[src/rtl/wdk_pkg.sv]
// Purpose: constants and types for the watchdog block with key lock
// Assumes: single 100 MHz clock, AXI4-Lite register access
// Notes: behaviour list below
// Behaviour
// - writing 1 to counter clear resets counter; 0 ignored; reads as 0
// - run/stop code 0xa stops, other values run; resets to 0xa
// - after a non-stop value is written, the run/stop field reads 0x0
// - counter is 10-bit up counter advanced per tick; overflow after 1,024 ticks
// - overflow of the running counter asserts a system reset request
// - after a clear, counting restarts from zero; the prescaler keeps its phase, so the first tick can come early
// - watchdog keeps counting in halt state
// - in sleep, counting continues while the selected source runs
// - if the selected source stops in sleep, the counter holds its value
// - debug run bit: 1 keeps tick running in debug, 0 suspends it
// - suspended in debug, state is kept and counting resumes afterwards
// - source select: 0 internal, 1 low-speed crystal, 2 high-speed, 3 external
// - divider 1/2048..1/16384 on internal/high-speed, 1/128 crystal, 1/1 external
// - an unimplemented clock source cannot be selected
package wdk_pkg;
	localparam logic [15:0] WDK_KEY_UNLOCK = 16'h0096;
	localparam logic [3:0] WDK_RUN_STOP = 4'ha;
	localparam logic [3:0] WDK_RUN_READ = 4'h0;
	localparam int WDK_CNT_W = 10;
	localparam logic [11:0] WDK_OFF_CLK = 12'h000;
	localparam logic [11:0] WDK_OFF_CTL = 12'h004;
	localparam logic [11:0] WDK_OFF_KEY = 12'h008;
	localparam logic [11:0] WDK_OFF_STAT = 12'h00c;
	localparam int WDK_DEBUG_RUN_ENABLE_BIT = 8;
	localparam int WDK_DIV_LSB = 4;
	localparam int WDK_SRC_LSB = 0;
	localparam int WDK_CLR_BIT = 4;
	localparam int WDK_RUN_LSB = 0;
	localparam logic [1:0] WDK_SRC_INTERNAL_OSCILLATOR = 2'h0;
	localparam logic [1:0] WDK_SRC_XTAL = 2'h1;
	localparam logic [1:0] WDK_SRC_HSOSC = 2'h2;
	localparam logic [1:0] WDK_SRC_EXT = 2'h3;
	localparam logic [3:0] WDK_SRC_PRESENT = 4'hf;
	localparam int WDK_PRE_W = 14;
	localparam logic [13:0] WDK_XTAL_DIV_MASK = 14'h007f;
	localparam logic [1:0] WDK_RESP_OKAY = 2'h0;
	localparam logic [1:0] WDK_RESP_SLVERR = 2'h2;
	localparam logic [3:0] WDK_PRE_MSB_BASE = 4'ha;
	typedef struct packed {
		logic debug_run_enable;
		logic [1:0] divider_select;
		logic [1:0] source_select;
	} wdk_clk_cfg_s;
endpackage : wdk_pkg

[src/rtl/wdk_tick_gen.sv]
// Purpose: divided watchdog tick from the selected source
// Assumes: source enables are one-cycle pulses synchronous to i_clk
// Notes: ticks only while the selected source pulses
`timescale 1ns/100ps
module wdk_tick_gen
	import wdk_pkg::*;
(
	input wire logic i_clk,
	input wire logic i_rst_b,
	input wire logic [3:0] i_src_pulse,
	input wire logic i_gate,
	input wire wdk_clk_cfg_s i_cfg,
	output logic o_tick
);
	// ==========================================
	// prescaler
	logic [WDK_PRE_W-1:0] pre_reg;
	logic src_pulse;
	logic [WDK_PRE_W-1:0] mask;
	assign src_pulse = i_src_pulse[i_cfg.source_select] & i_gate;
	always_comb begin
		unique case (i_cfg.source_select)
			WDK_SRC_XTAL: mask = WDK_XTAL_DIV_MASK;
			WDK_SRC_EXT: mask = '0;
			default: mask = WDK_PRE_W'((32'h1 << (WDK_PRE_MSB_BASE + 4'(i_cfg.divider_select)
				+ 4'h1)) - 32'h1);
		endcase
	end
	always_ff @(posedge i_clk) begin
		if (!i_rst_b) begin
			pre_reg <= '0;
		end else if (src_pulse) begin
			pre_reg <= ((pre_reg & mask) == mask) ? '0 : pre_reg + 1'b1;
		end
	end
	always_ff @(posedge i_clk) begin
		if (!i_rst_b) begin
			o_tick <= 1'b0;
		end else begin
			o_tick <= src_pulse && ((pre_reg & mask) == mask);
		end
	end
endmodule : wdk_tick_gen

[src/rtl/wdk_watchdog.sv]
// Purpose: watchdog with key-locked registers over AXI4-Lite
// Assumes: i_src_pulse carries one enable pulse per source edge
// Notes: reset request is sticky until block reset
//
// Chosen here: the AXI4-Lite slave port and the register addresses.
`timescale 1ns/100ps
module wdk_watchdog
	import wdk_pkg::*;
#(
	parameter int CNT_W = WDK_CNT_W
) (
	input wire logic i_clk,
	input wire logic i_rst_b,
	input wire logic [3:0] i_src_pulse,
	input wire logic i_debug,
	input wire logic [11:0] i_awaddr,
	input wire logic i_awvalid,
	output logic o_awready,
	input wire logic [31:0] i_wdata,
	input wire logic [3:0] i_wstrb,
	input wire logic i_wvalid,
	output logic o_wready,
	output logic [1:0] o_bresp,
	output logic o_bvalid,
	input wire logic i_bready,
	input wire logic [11:0] i_araddr,
	input wire logic i_arvalid,
	output logic o_arready,
	output logic [31:0] o_rdata,
	output logic [1:0] o_rresp,
	output logic o_rvalid,
	input wire logic i_rready,
	output logic o_sys_reset_req
);
	// ==========================================
	// write channel capture
	logic aw_hold_reg;
	logic w_hold_reg;
	logic [11:0] awaddr_reg;
	logic [31:0] wdata_reg;
	logic [3:0] wstrb_reg;
	logic wr_go;
	assign wr_go = aw_hold_reg && w_hold_reg && !o_bvalid;
	always_ff @(posedge i_clk) begin
		if (!i_rst_b) begin
			aw_hold_reg <= 1'b0;
			awaddr_reg <= '0;
		end else if (o_awready && i_awvalid) begin
			aw_hold_reg <= 1'b1;
			awaddr_reg <= i_awaddr;
		end else if (wr_go) begin
			aw_hold_reg <= 1'b0;
		end
	end
	always_ff @(posedge i_clk) begin
		if (!i_rst_b) begin
			w_hold_reg <= 1'b0;
			wdata_reg <= '0;
			wstrb_reg <= '0;
		end else if (o_wready && i_wvalid) begin
			w_hold_reg <= 1'b1;
			wdata_reg <= i_wdata;
			wstrb_reg <= i_wstrb;
		end else if (wr_go) begin
			w_hold_reg <= 1'b0;
		end
	end
	always_ff @(posedge i_clk) begin
		if (!i_rst_b) begin
			o_awready <= 1'b0;
			o_wready <= 1'b0;
		end else begin
			o_awready <= !aw_hold_reg && !(o_awready && i_awvalid);
			o_wready <= !w_hold_reg && !(o_wready && i_wvalid);
		end
	end
	// ==========================================
	// register decode
	logic [15:0] key_reg;
	logic unlocked;
	logic wr_lo;
	logic wr_hi;
	logic wr_clk;
	logic wr_ctl;
	logic wr_key;
	logic wr_ok;
	assign unlocked = (key_reg == WDK_KEY_UNLOCK);
	assign wr_lo = wr_go && wstrb_reg[0];
	assign wr_hi = wr_go && wstrb_reg[1];
	assign wr_clk = (awaddr_reg == WDK_OFF_CLK) && unlocked;
	assign wr_ctl = (awaddr_reg == WDK_OFF_CTL) && unlocked;
	assign wr_key = (awaddr_reg == WDK_OFF_KEY);
	assign wr_ok = (awaddr_reg == WDK_OFF_CLK) || (awaddr_reg == WDK_OFF_CTL) || wr_key
		|| (awaddr_reg == WDK_OFF_STAT);
	always_ff @(posedge i_clk) begin
		if (!i_rst_b) begin
			key_reg <= '0;
		end else begin
			if (wr_key && wr_lo) begin
				key_reg[7:0] <= wdata_reg[7:0];
			end
			if (wr_key && wr_hi) begin
				key_reg[15:8] <= wdata_reg[15:8];
			end
		end
	end
	always_ff @(posedge i_clk) begin
		if (!i_rst_b) begin
			o_bvalid <= 1'b0;
			o_bresp <= WDK_RESP_OKAY;
		end else if (wr_go) begin
			o_bvalid <= 1'b1;
			o_bresp <= wr_ok ? WDK_RESP_OKAY : WDK_RESP_SLVERR;
		end else if (i_bready) begin
			o_bvalid <= 1'b0;
		end
	end
	// ==========================================
	// configuration and control fields
	wdk_clk_cfg_s cfg_reg;
	logic [3:0] run_reg;
	logic clr_pulse;
	logic [1:0] src_new;
	logic running;
	assign src_new = wdata_reg[WDK_SRC_LSB +: 2];
	always_ff @(posedge i_clk) begin
		if (!i_rst_b) begin
			cfg_reg <= '0;
		end else begin
			if (wr_clk && wr_hi) begin
				cfg_reg.debug_run_enable <= wdata_reg[WDK_DEBUG_RUN_ENABLE_BIT];
			end
			if (wr_clk && wr_lo) begin
				cfg_reg.divider_select <= wdata_reg[WDK_DIV_LSB +: 2];
				if (WDK_SRC_PRESENT[src_new]) begin
					cfg_reg.source_select <= src_new;
				end
			end
		end
	end
	always_ff @(posedge i_clk) begin
		if (!i_rst_b) begin
			run_reg <= WDK_RUN_STOP;
		end else if (wr_ctl && wr_lo) begin
			run_reg <= wdata_reg[WDK_RUN_LSB +: 4];
		end
	end
	assign clr_pulse = wr_ctl && wr_lo && wdata_reg[WDK_CLR_BIT];
	assign running = (run_reg != WDK_RUN_STOP);
	// ==========================================
	// tick and counter
	logic tick;
	logic [CNT_W-1:0] cnt_reg;
	// halt and sleep are not inputs: only debug and source activity gate the tick
	wdk_tick_gen u_tick (
		.i_clk(i_clk),
		.i_rst_b(i_rst_b),
		.i_src_pulse(i_src_pulse),
		.i_gate(!i_debug || cfg_reg.debug_run_enable),
		.i_cfg(cfg_reg),
		.o_tick(tick)
	);
	always_ff @(posedge i_clk) begin
		if (!i_rst_b) begin
			cnt_reg <= '0;
		end else if (clr_pulse) begin
			cnt_reg <= '0;
		end else if (running && tick) begin
			cnt_reg <= cnt_reg + 1'b1;
		end
	end
	always_ff @(posedge i_clk) begin
		if (!i_rst_b) begin
			o_sys_reset_req <= 1'b0;
		end else if (running && tick && !clr_pulse && (&cnt_reg)) begin
			o_sys_reset_req <= 1'b1;
		end
	end
	// ==========================================
	// read channel
	logic [31:0] rd_val;
	logic rd_ok;
	always_comb begin
		rd_val = '0;
		rd_ok = 1'b1;
		unique case (i_araddr)
			WDK_OFF_CLK: begin
				rd_val[WDK_DEBUG_RUN_ENABLE_BIT] = cfg_reg.debug_run_enable;
				rd_val[WDK_DIV_LSB +: 2] = cfg_reg.divider_select;
				rd_val[WDK_SRC_LSB +: 2] = cfg_reg.source_select;
			end
			WDK_OFF_CTL: begin
				rd_val[WDK_RUN_LSB +: 4] = running ? WDK_RUN_READ : run_reg;
			end
			WDK_OFF_KEY: rd_val[15:0] = key_reg;
			WDK_OFF_STAT: rd_val[CNT_W-1:0] = cnt_reg;
			default: rd_ok = 1'b0;
		endcase
	end
	always_ff @(posedge i_clk) begin
		if (!i_rst_b) begin
			o_arready <= 1'b0;
		end else begin
			o_arready <= !o_rvalid && !(o_arready && i_arvalid);
		end
	end
	always_ff @(posedge i_clk) begin
		if (!i_rst_b) begin
			o_rvalid <= 1'b0;
			o_rdata <= '0;
			o_rresp <= WDK_RESP_OKAY;
		end else if (o_arready && i_arvalid) begin
			o_rvalid <= 1'b1;
			o_rdata <= rd_val;
			o_rresp <= rd_ok ? WDK_RESP_OKAY : WDK_RESP_SLVERR;
		end else if (i_rready) begin
			o_rvalid <= 1'b0;
		end
	end
endmodule : wdk_watchdog

[config.mk]
export PLATFORM = sky130hd
export DESIGN_NAME = wdk_watchdog
export DESIGN_NICKNAME = d
export VERILOG_FILES = /design/src/rtl/wdk_pkg.sv /design/src/rtl/wdk_tick_gen.sv /design/src/rtl/wdk_watchdog.sv
export SDC_FILE = /design/constraint.sdc
export NUM_CORES = 1
export LEC_CHECK = 0
export BUFFER_PORTS_ARGS = -buffer_cell sky130_fd_sc_hd__buf_2
export CAP_MARGIN = 0
export CORE_ASPECT_RATIO = 1.4
export CORE_UTILIZATION = 45
export DETAILED_ROUTE_END_ITERATION = 6
export MAX_ROUTING_LAYER = met4
export PLACE_DENSITY = 0.69
export SKIP_CTS_REPAIR_TIMING = 1
export SYNTH_ARGS = -nofsm -noshare
export SYNTH_HDL_FRONTEND = slang
export SYNTH_SLANG_ARGS = --single-unit
[constraint.sdc]
create_clock -name i_clk -period 4.3 [get_ports i_clk]
set_input_delay 0.215 -clock i_clk [delete_from_list [all_inputs] [get_ports i_clk]]
set_output_delay 0.215 -clock i_clk [all_outputs]
set_load 0.005 [all_outputs]
==> run summary <==
Highest routed layer -> met4
Die Area -> 0.0106 sq mm
Worst path required time -> 4.50 ns
Critical Path Sink -> u_tick.pre_reg[0]$_SDFFE_PN0P_
Nets -> 657
WP buf/inv -> 0
Worst r2r path cells -> 5
CP max-delay cell -> a211oi_2
Peak supply drop -> 0.293 mV
N_diodes -> 0
Syn Area/Cell -> 8.89 sq um
Post-synth EDFFs -> 0
Final wirelength -> 9940 um
DRC viols -> 0
Cell Count, Final, Fillers Out -> 721
CP Capture Type -> flop
Fmax -> 386 MHz
Root Driver -> clkbuf_16
CP cell instances -> mux2i_1, nor3_2, a211oi_1, a211oi_2, nor2_1
First-pass iteration count of the detailed router -> 4
First-pass GRT wire length -> 15,800 um
Status -> finished clean
Seq/Total Area, Yosys -> 0.465
CTS H-tree lvls -> 3
RSZ-0062 raised after global routing -> no
Hold Crit Class -> input pin to flop
Die Y-Extent -> 121 um
Critical Path Start Type -> flop
Crit-path max cell delay -> 0.75 ns
Port buffer count -> 77
Final ANT Viol Nets -> 0
Area grow syn2layout -> 15.7%
Clk sink count -> 106
Tot GR Track Use -> 0.198
R2R Setup Slk -> 1.71 ns
Yosys Warn Count -> 0
Initial antenna violation count -> 0
Final setup fails -> 0
Netlist Area Pre-Place -> 0.00457 sq mm
Vias post-DR -> 3,705
Yosys reg bits -> 106
Post-synth top area cell -> dfxtp_1
Met2 WL -> 4890 um
Detailed Route Iter0 Violations -> 115
Syn Inst Count -> 514
DP Area -> 0.00497 sq mm
Clock transition at path regs -> 0.07 ns
Setup WS post-layout -> 1.71 ns
Pins Over Slew Limit -> 0
Top cell type's share of synthesized area -> 0.465
Critical Path Stages -> 5
CORE AREA -> 0.00990 sq mm
Routed vias/inst -> 5.14
Design area -> 0.00529 sq mm
Worst r2r dst -> u_tick.pre_reg[0]$_SDFFE_PN0P_
Most common library cells after synthesis -> dfxtp_1 (106), nand2_1 (102), nor2_1 (51), a21oi_1 (38), mux2i_1 (32)
Placer congestion estimate -> 0.832
Final Cycle Share -> 0.603
CP Max Fanout -> 16
Placed insts -> 706
Initial Util -> 0.461
Grt ovf -> 0
Met3 WL post-DR -> 374 um
Worst slew pin tran -> 0.915 ns
Rel. slew slack -> 0.388
Family with the most delay on the worst path -> compound AO/OA/AOI/OAI gates
CTS tree -> built
Number of library cell types mapped by synthesis -> 58
Clk buf depth -> 2
Setup TNS -> 0 ns
Pre-CTS WS -> 1.72 ns
Ratio of cells with drive above 1 in the final layout -> 0.188
Worst clock skew -> 0.0108 ns
Worst EP arrival -> 2.79 ns
Cell Rows -> 43
Met1 Wirelength -> 4480 um
Hold Slack -> 0.0966 ns
Crit Path Category -> flop to flop
Top post-synthesis cells by area -> dfxtp_1 (46%), nand2_1 (8.4%), mux2i_1 (7.0%)
CTS Buf Count -> 9
HPWL Detailed -> 7220 um
Power Density -> 385 mW/mm^2
FFs w/ async S/R, synth -> 0
Largest net degree at the start of global routing -> 31
Post-route minimum period -> 2.59 ns
Number of cells on the worst hold path -> 3
# IOs -> 114
Max-cap viol count -> 0
Worst Setup SP -> cfg_reg[0]$_SDFFE_PN0P_
Hold Fails Final Rpt -> 0
Primary FF master, synth -> dfxtp_1
Vias in the first global route -> 3,372
RR Startpoint -> cfg_reg[0]$_SDFFE_PN0P_
Most common cell in the netlist -> dfxtp_1
Static leakage -> 2.28 nW
WL/cell -> 13.8 um
Clock latency at the later pin of the worst-skew pair -> 0.35 ns
Die X-Extent -> 87.2 um
## tightest hold or removal path, delay by kind of cell
kind                   cells  cell delay [ns]
AOI/OAI and AO/OA          1             0.05
buffers and inverters      1             0.09
and+or+nand+nor            1             0.04
## placed cells by master (no fill, tap or decap), drive strengths merged, types with 2 or more instances in the layout
cell	synthesis	routed
dfxtp	106	106
nand2	102	102
buf	30	79
nor2	51	51
a21oi	38	38
mux2i	32	32
conb	2	20
xor2	19	19
o21ai	15	15
nor3	10	10
clkbuf	10	9
nor4	8	8
a22o	6	6
nand4	6	6
inv	5	6
a22oi	5	5
mux2	5	5
nor3b	5	5
and4	5	5
and2	4	4
nand2b	4	4
and3	4	4
o2111ai	4	4
nand3	3	3
a2bb2oi	3	3
ha	3	3
o211ai	3	3
and3b	2	2
and4b	2	2
nor2b	2	2
a31oi	2	2
a32o	2	2
bufinv	0	2
a211oi	2	2
clkinv	0	2
## area by class of cell
| cell class | instances | area, sq um |
|---|---|---|
| Fill cell | 961 | 4610 |
| Multi-Input combinational cell | 381 | 2260 |
| Sequential cell | 106 | 2120 |
| Timing Repair Buffer | 79 | 400 |
| Clock buffer | 9 | 225 |
| Tap cell | 135 | 169 |
| Clock inverter | 6 | 90.1 |
| Inverter | 5 | 18.8 |
## stage by stage
stage          power, mW  utilization
2_1_floorplan       1.15            -
3_3_place_gp        1.18        0.502
3_5_place_dp        1.19        0.502
4_1_cts             2.05        0.534
5_1_grt             2.11        0.534
6_report            2.04        0.534
## logic make-up after synthesis
family                     after synthesis  share of synthesized area
other                                    2                    0.00164
AOI/OAI and AO/OA                       85                      0.119
buffers and inverters                   45                     0.0551
and+or+nand+nor                        215                      0.226
adders and majority gates                3                    0.00822
DFF                                    106                      0.465
xor gates and xnor gates                20                     0.0383
muxes                                   38                     0.0874
## worst min path at each step
stage                                       start                     endpoint  slack (ns)
after floorplan                      i_awaddr[10]  awaddr_reg[10]$_SDFFE_PN0P_        0.35
after global placement      o_rvalid$_SDFFE_PN0P_         o_arready$_SDFF_PN0_        0.43
after detailed placement  o_rdata[5]$_SDFFE_PN0P_      o_rdata[5]$_SDFFE_PN0P_        0.44
final                                 i_awaddr[9]   awaddr_reg[9]$_SDFFE_PN0P_         0.1
after global routing                   i_wdata[1]    wdata_reg[1]$_SDFFE_PN0P_        0.11
after CTS                             i_awaddr[9]   awaddr_reg[9]$_SDFFE_PN0P_        0.09
## power breakdown
| part | switching (mW) | total [mW] | internal [mW] |
|---|---|---|---|
| Combinational | 0.0783 | 0.131 | 0.0525 |
| Sequential | 0.0253 | 1.04 | 1.01 |
| Clock | 0.362 | 0.871 | 0.509 |
## per-layer routing
layer,vias up,global-route usage
met2,92,0.333
met4,0,0.0799
met1,1726,0.233
met3,13,0.0374
met5,-,-
li1,1874,-
(Power assumes the default switching activity.)
